$ cat src/pkg/acpr_params.svh
`ifndef ACPR_PARAMS_SVH
`define ACPR_PARAMS_SVH

// sizes
`define ACPR_N_CHAN 8
`define ACPR_N_AMP 16
`define ACPR_N_MOD 8
`define ACPR_N_GRP 8
`define ACPR_N_SA 128
`define ACPR_SA_W 7
`define ACPR_GRP_MAX 5'h10

// channel codes, lower code wins
`define ACPR_CH_PAGE 3'h0
`define ACPR_CH_LEAVE 3'h1
`define ACPR_CH_WARN 3'h2
`define ACPR_CH_AUX 3'h3
`define ACPR_CH_GEN1 3'h4
`define ACPR_CH_GEN2 3'h5
`define ACPR_CH_GEN3 3'h6
`define ACPR_CH_GEN4 3'h7
`define ACPR_PAGE_BIT 8'h01

// page signal sources
`define ACPR_SRC_NONE 2'h0
`define ACPR_SRC_LOCAL 2'h1
`define ACPR_SRC_PHONE 2'h2
`define ACPR_SRC_REMOTE 2'h3

// page commands
`define ACPR_CMD_BCAST 3'h0
`define ACPR_CMD_LEAVE 3'h1
`define ACPR_CMD_WARN 3'h2
`define ACPR_CMD_UNASGN 3'h3
`define ACPR_CMD_ZONE 3'h4

// page state codes
`define ACPR_PG_IDLE 2'h0
`define ACPR_PG_ON 2'h1
`define ACPR_PG_REL 2'h3

`endif

$ cat src/pkg/acpr_pkg.sv
`include "acpr_params.svh"

package acpr_pkg;

  typedef enum logic [2:0] {
    ch_page = `ACPR_CH_PAGE,
    ch_leave = `ACPR_CH_LEAVE,
    ch_warn = `ACPR_CH_WARN,
    ch_aux = `ACPR_CH_AUX,
    ch_gen1 = `ACPR_CH_GEN1,
    ch_gen2 = `ACPR_CH_GEN2,
    ch_gen3 = `ACPR_CH_GEN3,
    ch_gen4 = `ACPR_CH_GEN4
  } acpr_chan_type;

  typedef enum logic [1:0] {
    src_none = `ACPR_SRC_NONE,
    src_local = `ACPR_SRC_LOCAL,
    src_phone = `ACPR_SRC_PHONE,
    src_remote = `ACPR_SRC_REMOTE
  } acpr_src_type;

  typedef enum logic [2:0] {
    cmd_bcast = `ACPR_CMD_BCAST,
    cmd_leave = `ACPR_CMD_LEAVE,
    cmd_warn = `ACPR_CMD_WARN,
    cmd_unasgn = `ACPR_CMD_UNASGN,
    cmd_zone = `ACPR_CMD_ZONE
  } acpr_cmd_type;

  typedef enum logic [1:0] {
    pg_idle = `ACPR_PG_IDLE,
    pg_on = `ACPR_PG_ON,
    pg_rel = `ACPR_PG_REL
  } acpr_pg_state_type;

endpackage : acpr_pkg

$ cat src/core/acpr_chan_pick.sv
`timescale 1ns/100ps
`include "acpr_params.svh"

module acpr_chan_pick
  import acpr_pkg::*;
(
  // requests, bit n asks for channel n
  input logic [`ACPR_N_CHAN-1:0] req,
  // resolved choice
  output logic pick_on,
  output acpr_chan_type pick_chan
);

  logic [`ACPR_N_CHAN-1:0] req_auto;

  // page never taken from automatic requests
  assign req_auto = req & ~`ACPR_PAGE_BIT;
  assign pick_on = |req_auto;

  // lowest code wins: leave, warning, aux, general 1..4
  always_comb begin
    pick_chan = ch_page;
    for (int n = `ACPR_N_CHAN - 1; n > 0; n--) begin
      if (req_auto[n]) begin
        pick_chan = acpr_chan_type'(3'(n));
      end
    end
  end

endmodule : acpr_chan_pick

$ cat src/core/acpr_router.sv
`timescale 1ns/100ps
`include "acpr_params.svh"

module acpr_router
  import acpr_pkg::*;
(
  // clock and reset
  input logic clk,
  input logic resetn,
  // channel requests per amplifier, bit n is channel n
  input logic [`ACPR_N_AMP-1:0][`ACPR_N_CHAN-1:0] amp_req,
  // page signal sources
  input logic local_mic_act,
  input logic ff_phone_act,
  input logic remote_mic_act,
  // page command from operator
  input logic page_act,
  input logic [2:0] page_cmd,
  input logic [`ACPR_N_AMP-1:0] zone_sel,
  // short address groups
  input logic [`ACPR_N_GRP-1:0][`ACPR_SA_W-1:0] grp_base,
  input logic [`ACPR_N_GRP-1:0][4:0] grp_len,
  input logic grp_cmd_stb,
  input logic [2:0] grp_cmd_id,
  input logic grp_cmd_on,
  // output module short addresses
  input logic [`ACPR_N_MOD-1:0][`ACPR_SA_W-1:0] mod_sa_a,
  input logic [`ACPR_N_MOD-1:0][`ACPR_SA_W-1:0] mod_sa_b,
  input logic [`ACPR_N_MOD-1:0] mod_dual,
  // amplifier routing
  output logic [`ACPR_N_AMP-1:0] amp_conn_q,
  output logic [`ACPR_N_AMP-1:0][2:0] amp_chan_q,
  // page status
  output acpr_src_type page_src_q,
  output logic page_live_q,
  // output module drives
  output logic [`ACPR_N_MOD-1:0] mod_out_a_q,
  output logic [`ACPR_N_MOD-1:0] mod_out_b_q
);

  acpr_pg_state_type pg_q;
  acpr_pg_state_type pg_d;
  acpr_src_type src_d;
  logic [`ACPR_N_AMP-1:0] page_mask_q;
  logic [`ACPR_N_AMP-1:0] mask_d;
  logic [`ACPR_N_AMP-1:0] base_on;
  acpr_chan_type base_chan [`ACPR_N_AMP];
  logic [`ACPR_N_AMP-1:0] cur_leave;
  logic [`ACPR_N_AMP-1:0] cur_warn;
  logic [`ACPR_N_AMP-1:0] page_hit;
  logic [`ACPR_N_AMP-1:0] amp_conn_d;
  logic [`ACPR_N_AMP-1:0][2:0] amp_chan_d;
  logic paging;
  logic page_start;
  logic [`ACPR_SA_W-1:0] sel_base;
  logic [4:0] sel_len;
  logic [`ACPR_N_SA-1:0] sa_member;
  logic [`ACPR_N_SA-1:0] sa_on_q;
  logic [`ACPR_N_SA-1:0] sa_on_d;
  logic [`ACPR_N_MOD-1:0] mod_a_d;
  logic [`ACPR_N_MOD-1:0] mod_b_d;

  // page source by fixed priority
  assign src_d = local_mic_act ? src_local :
                 ff_phone_act ? src_phone :
                 remote_mic_act ? src_remote : src_none;

  // page sequencing
  assign paging = (pg_q == pg_on);
  assign page_start = (pg_q == pg_idle) && page_act;

  always_comb begin
    pg_d = pg_q;
    unique case (pg_q)
      pg_idle: if (page_act) pg_d = pg_on;
      pg_on: if (!page_act) pg_d = pg_rel;
      pg_rel: pg_d = pg_idle;
      default: pg_d = pg_idle;
    endcase
  end

  // amplifiers taken by the page, fixed at page start
  assign mask_d = (page_cmd == `ACPR_CMD_BCAST) ? {`ACPR_N_AMP{1'b1}} :
                  (page_cmd == `ACPR_CMD_LEAVE) ? cur_leave :
                  (page_cmd == `ACPR_CMD_WARN) ? cur_warn :
                  (page_cmd == `ACPR_CMD_UNASGN) ? ~(cur_leave | cur_warn) :
                  (page_cmd == `ACPR_CMD_ZONE) ? zone_sel :
                  {`ACPR_N_AMP{1'b0}};

  // per amplifier resolution
  for (genvar a = 0; a < `ACPR_N_AMP; a++) begin : g_amp
    acpr_chan_pick u_pick (
      .req(amp_req[a]),
      .pick_on(base_on[a]),
      .pick_chan(base_chan[a])
    );
    assign cur_leave[a] = amp_conn_q[a] && (amp_chan_q[a] == `ACPR_CH_LEAVE);
    assign cur_warn[a] = amp_conn_q[a] && (amp_chan_q[a] == `ACPR_CH_WARN);
    assign page_hit[a] = paging && page_mask_q[a];
    // one channel per amplifier, page overrides
    assign amp_chan_d[a] = page_hit[a] ? `ACPR_CH_PAGE : base_chan[a];
    assign amp_conn_d[a] = page_hit[a] || base_on[a];

  end

  // short address groups
  assign sel_base = grp_base[grp_cmd_id];
  assign sel_len = (grp_len[grp_cmd_id] > `ACPR_GRP_MAX) ? `ACPR_GRP_MAX : grp_len[grp_cmd_id];

  for (genvar j = 0; j < `ACPR_N_SA; j++) begin : g_sa
    logic [`ACPR_SA_W-1:0] sa_off;
    assign sa_off = `ACPR_SA_W'(j) - sel_base;
    assign sa_member[j] = ({2'h0, sel_len} > sa_off);
    assign sa_on_d[j] = (grp_cmd_stb && sa_member[j]) ? grp_cmd_on : sa_on_q[j];

  end

  // module drives from their short addresses
  for (genvar m = 0; m < `ACPR_N_MOD; m++) begin : g_mod
    assign mod_a_d[m] = sa_on_q[mod_sa_a[m]];
    assign mod_b_d[m] = mod_dual[m] && sa_on_q[mod_sa_b[m]];
  end

  // registers
  always_ff @(posedge clk or negedge resetn) begin
    if (!resetn) begin
      pg_q <= pg_idle;
      page_mask_q <= '0;
      page_src_q <= src_none;
      page_live_q <= 1'b0;
    end else begin
      pg_q <= pg_d;
      page_mask_q <= page_start ? mask_d : page_mask_q;
      page_src_q <= src_d;
      page_live_q <= paging;
    end
  end

  always_ff @(posedge clk or negedge resetn) begin
    if (!resetn) begin
      amp_conn_q <= '0;
      amp_chan_q <= '0;
    end else begin
      amp_conn_q <= amp_conn_d;
      amp_chan_q <= amp_chan_d;
    end
  end

  always_ff @(posedge clk or negedge resetn) begin
    if (!resetn) begin
      sa_on_q <= '0;
      mod_out_a_q <= '0;
      mod_out_b_q <= '0;
    end else begin
      sa_on_q <= sa_on_d;
      mod_out_a_q <= mod_a_d;
      mod_out_b_q <= mod_b_d;
    end
  end

endmodule : acpr_router

$ cat config.mk
export PLATFORM = sky130hd
export DESIGN_NAME = acpr_router
export DESIGN_NICKNAME = d
export VERILOG_FILES = /design/src/pkg/acpr_pkg.sv /design/src/core/acpr_chan_pick.sv /design/src/core/acpr_router.sv
export VERILOG_INCLUDE_DIRS = /design/src /design/src/pkg
export SDC_FILE = /design/constraint.sdc
export NUM_CORES = 1
export LEC_CHECK = 0
export BUFFER_PORTS_ARGS = -buffer_cell sky130_fd_sc_hd__buf_2
export CAP_MARGIN = 20
export CORE_AREA = 2 2 280 213
export DETAILED_ROUTE_END_ITERATION = 10
export DIE_AREA = 0 0 282 215
export PLACE_DENSITY = 0.91
export SYNTH_ARGS = -nofsm -noshare
export SYNTH_HDL_FRONTEND = slang
export SYNTH_HIERARCHICAL = 1
export SYNTH_SLANG_ARGS = --single-unit
$ cat constraint.sdc
create_clock -name clk -period 2.3 [get_ports clk]
set_input_delay 0 -clock clk [delete_from_list [all_inputs] [get_ports clk]]
set_output_delay 0 -clock clk [all_outputs]
set_load 0.02 [all_outputs]
==> impl_metrics.tcl, run 1 <==
set metrics [dict create \
    grt_max_degree 115 \
    ios 457 \
    cts_made_buffers 26 \
    die_h_um 215 \
    syn_area_mm2 0.0344 \
    cts.sink_count 229 \
    cts_root_buffer "clkbuf_16" \
    start_util_pct 59.2 \
    grt_overflow_total 378 \
    gp_congestion 1.20 \
    outcome "stopped before the end" \
    ys_ff_latch 229 \
    syn_inst 3255 \
    die_w_um 282 \
    synth_area_leaders "mux4_2 33%, dfrtp_1 17%, mux2_2 6.4%, mux2i_1 4.3%, ha_1 3.2%" \
    synth_ff_type "dfrtp_1" \
    error_line "[ERROR GRT-0232] Routing congestion too high. Check the congestion heatmap in the GUI." \
    synth_edf_count 0 \
    placed_area_mm2 0.0413 \
    ys_warn_count 6 \
    place_inst 4661 \
    synth.distinct_cells 86 \
    core.rowCount 77 \
    async_flop_share_pct 100 \
    ys_seq_area_share_pct 16.7 \
    dpl.hpwl_um 119000 \
    postSynthAreaPerCell_um2 10.6 \
    post-synth-top-area-fraction_pct 32.9 \
    io_buffers 440 \
    yosysTopAreaCell "mux4_2" \
    lastStage "global routing (5_1_grt)" \
    syn_nets 3716 \
    clockBufferDepth 3 \
    cts-htree-levels 1 \
    grt_util_all_layers_pct 82.5 \
]
## synthesized netlist by cell type (all sizes together), types with 13 or more instances
cell type  number
a211oi         19
a21boi         60
a21o           41
a21oi         157
a221oi         74
a22oi          30
a31oi          19
and3           22
buf           130
clkbuf        261
dfrtp         229
ha             87
inv            99
mux2          220
mux2i         153
mux4          502
nand2         160
nand2b         64
nand3          73
nand3b         30
nand4          33
nor2          122
nor2b          33
nor3           35
nor3b          37
nor4           62
nor4b          16
o2111ai        47
o211ai         34
o21a           13
o21ai         127
o31ai          32
or2            15
xnor2         102
## routing by layer
| layer | GRT usage, % | GRT overflow |
|---|---|---|
| met1 | 82.3 | 26 |
| met2 | 89.9 | 148 |
| met5 | 59.4 | 12 |
| met4 | 79.3 | 151 |
| met3 | 78.3 | 41 |
## what timing repair did
action	4_1_cts
resized for setup	226
endpoints found under the hold margin	327
buffers inserted	28
endpoints found under the setup margin	132
pin swaps	68
hold buffers	200
## stage by stage
step | setup slack [ps] | TNS (ps) | hold slack [ps]
after global placement | -1400 | -144000 | -31.4
after floorplan | -1330 | -110750 | -296
after detailed placement | -1480 | -157350 | -26.1
after CTS | -562 | -45150 | 7.76
## logic make-up after synthesis
group	count (synthesis)	synth area share, %
multiplexers	875	44.7
AND/OR/NAND/NOR	735	11.9
AO/OA/AOI/OAI	731	14.7
buffers and inverters	492	6.07
flip-flops	229	16.7
XOR/XNOR	106	2.81
adder cells (fa/ha/maj)	87	3.17
==> run 2: changes to the inputs <==
- CORE_AREA: 2 2 280 213 -> 2 2 297 299
- DIE_AREA: 0 0 282 215 -> 0 0 299 301
- PLACE_DENSITY: 0.91 -> default
- PLACE_DENSITY_LB_ADDON: default -> 0.15
==> run 2 against run 1 <==
Against the previous run:
- the flow now finishes, with violations (setup timing)
- synthesized area unchanged
- synthesized cell count unchanged
==> impl_metrics.tcl, run 2 <==
set metrics [dict create \
    post-route-min-period_ps 2980 \
    rsz0062_at_grt "yes" \
    place_inst 5070 \
    slowest_stage "mux4_2" \
    dpl.hpwl_um 122000 \
    syn_nets 3716 \
    setup_viol 134 \
    fmax_mhz 336 \
    top_register "sa_on_q" \
    rr_startpoint "sa_on_q[115]$_DFFE_PN0P_" \
    min_period_over_period_pct 130 \
    syn_area_mm2 0.0344 \
    ys_seq_area_share_pct 16.7 \
    synth_edf_count 0 \
    finalCoreUtilization_pct 56.8 \
    routed_wl_um 170000 \
    holdWs_ps 9.42 \
    grt_pass1_vias 35600 \
    synth_ff_type "dfrtp_1" \
    final_cell_mix "502 x mux4_2, 472 x buf_4, 436 x buf_2" \
    relSlewSlack_pct 43.4 \
    pwr-share-seq_pct 15.9 \
    cts_root_buffer "clkbuf_16" \
    via_count 36400 \
    crit_required_ps 2790 \
    cts_tree "built" \
    core_mm2 0.0865 \
    grt_pass1_wl_um 242000 \
    syn_inst 3255 \
    violations "setup timing" \
    first_pass_iters 6 \
    nets 4686 \
    hold_path_end "sa_on_q[46]$_DFFE_PN0P_" \
    power_switching_uw 23900 \
    clockBufferDepth 3 \
    gp_congestion 1.04 \
    tightest_slew_ps 849 \
    cts.sink_count 229 \
    finalHoldViolCount 0 \
    worst-r2r-cell-count 7 \
    cpPeakStageDelay_ps 540 \
    crit_family "multiplexers" \
    drc_errors 0 \
    grt_overflow_total 0 \
    die_h_um 301 \
    cts_made_buffers 31 \
    setup_slack_ps -680 \
    p_sw_share_pct 47.1 \
    p_comb_share_pct 73.9 \
    synth_commonest_cells "502 x mux4_2, 261 x clkbuf_1, 229 x dfrtp_1" \
    post-synth-top-area-fraction_pct 32.9 \
    r2r_end "mod_out_b_q[5]$_DFF_PN0_" \
    n_fill_cell 7432 \
    top_regs "sa_on_q: 128 flops, amp_chan_q: 48 flops" \
    peakVddDrop_mv 0.876 \
    p_per_area_mw_per_mm2 1030 \
    async_flop_share_pct 100 \
    core.rowCount 108 \
    via_per_inst 6.73 \
    critPathCaptureType "register" \
    outcome "finished, violations left" \
    die_w_um 299 \
    clk_pin_slew_worst_paths_ps 60 \
    first_iter_violations 4761 \
    grt_max_degree 85 \
    crit_arrival_ps 3470 \
    path_cells "buf_12 > mux4_2 > mux2i_4 > buf_6 > inv_8 > ha_4 > inv_2 > a21oi_2 > nor2_1 > xnor2_1 > ha_1 > o221ai_4 > a211oi_4 > buf_4 > or4b_4 > a21boi_2 > mux2_4" \
    maxSlewViolCount 0 \
    largest_register_ffs 128 \
    leakage_uw 0.0197 \
    syn2layout_area_growth_pct 43.0 \
    hp-class "input port to register" \
    pwr-share-clk_pct 10.2 \
    maxCapViolCount 0 \
    cp-start-kind "input port" \
    ys_ff_latch 229 \
    synth.most_common_cell "mux4_2" \
    wire_per_inst_um 31.4 \
    critPathBufInv 5 \
    hold_path.startpoint "grp_cmd_id[0]" \
    io_buffers 440 \
    grt_util_all_layers_pct 36.5 \
    cts-htree-levels 1 \
    yosysTopAreaCell "mux4_2" \
    synth_area_leaders "mux4_2 33%, dfrtp_1 17%, mux2_2 6.4%, mux2i_1 4.3%, ha_1 3.2%" \
    crit_type "input port to register" \
    ys_warn_count 6 \
    worst-path-max-fanout 7 \
    synth.distinct_cells 86 \
    finClkSkew_ps 53.0 \
    ios 457 \
    r2r_slack_ps -80 \
    final_common_cell "mux4_2" \
    die_area_mm2 0.0900 \
    fin_cells 5410 \
    whs_path_depth 4 \
    start_util_pct 39.7 \
    internal-power_uw 26900 \
    clock_latency_ps 650 \
    postSynthAreaPerCell_um2 10.6 \
    drive_gt1_share_pct 52.5 \
    postRouteAntennaNets 0 \
    antenna_found_initial 19 \
]
==> run 2: cell counts after synthesis <==
Identical to the previous run, type by type.
==> run 2: worst max-delay path by stage <==
stage / from / end / cells after the start
2_1_floorplan: grp_cmd_id[1] / sa_on_q[84]$_DFFE_PN0P_ / 16
3_3_place_gp: grp_cmd_id[1] / sa_on_q[84]$_DFFE_PN0P_ / 17
3_5_place_dp: grp_cmd_id[1] / sa_on_q[84]$_DFFE_PN0P_ / 17
4_1_cts: grp_cmd_id[1] / sa_on_q[52]$_DFFE_PN0P_ / 16
5_1_grt: grp_cmd_id[1] / sa_on_q[52]$_DFFE_PN0P_ / 15
6_report: grp_cmd_id[1] / sa_on_q[20]$_DFFE_PN0P_ / 17
==> run 2: metal layers <==
layer	GRT usage, %	vias to the layer above	routed length [um]
met2	57.0	2679	76500
met1	44.8	18000	60600
li1	-	15000	-
met4	20.8	16	12300
met5	0.370	-	111
met3	11.2	682	20500
==> run 2: worst reg2reg max path, cell delays in order, from the launching register on <==
cell,delay [ps]
dfrtp_2,440
buf_12,150
clkbuf_16,160
mux4_2,480
mux4_2,520
nor3b_2,180
nor4_1,90
a31o_2,220
==> run 2: kinds of logic (layout without fill, tap and decap cells) <==
logic type	Yosys count	in the layout	share of synthesized area [%]
flops	229	229	16.7
other cells	0	11	0
simple gates	735	735	11.9
fa+ha+maj	87	87	3.17
mux	875	875	44.7
xor+xnor	106	106	2.81
compound gates	731	731	14.7
buf+inv	492	1481	6.07
==> run 2: final cells by class <==
cell class / count / area (um^2) / share of cell area [%]
flip-flops and latches: 229 / 5750 / 11.7
clock buffers: 38 / 812 / 1.65
repair buffers: 1328 / 11500 / 23.3
well taps: 1155 / 1450 / 2.94
clock inverters: 14 / 230 / 0.469
inverters: 101 / 393 / 0.800
multi-input cells: 2534 / 29000 / 59.0
diodes: 11 / 27.5 / 0.0560
==> run 2: power by group through the flow <==
stage | clock (uW) | combinational, uW | sequential (uW)
after detailed placement | 0 | 33200 | 7960
after global placement | 0 | 33000 | 7900
final | 5180 | 37500 | 8090
after global routing | 5440 | 38100 | 8120
after CTS | 5280 | 34400 | 7910
after floorplan | 0 | 16800 | 7380
==> run 2: stage by stage <==
| step | setup slack, ps | TNS, ps | power [uW] | cell area, um^2 |
|---|---|---|---|---|
| 2_1_floorplan | -1330 | -110750 | 24200 | 34800 |
| 3_3_place_gp | -1480 | -154040 | 40900 | 43000 |
| 3_5_place_dp | -1470 | -158180 | 41100 | 43000 |
| 4_1_cts | -583 | -46190 | 47600 | 47400 |
| 5_1_grt | -763 | -60790 | 51600 | 49100 |
| 6_report | -680 | -48850 | 50800 | 49100 |
==> run 2: what timing repair did <==
| item | in CTS | in global routing |
|---|---|---|
| hold buffers | 238 | 0 |
| buffers inserted | 17 | 24 |
| resized for setup | 178 | 288 |
| cloned | 0 | 2 |
| hold endpoints to repair | 337 | 0 |
| setup endpoints to repair | 139 | 145 |
| pin swaps | 48 | 84 |
(Power assumes the default switching activity.)
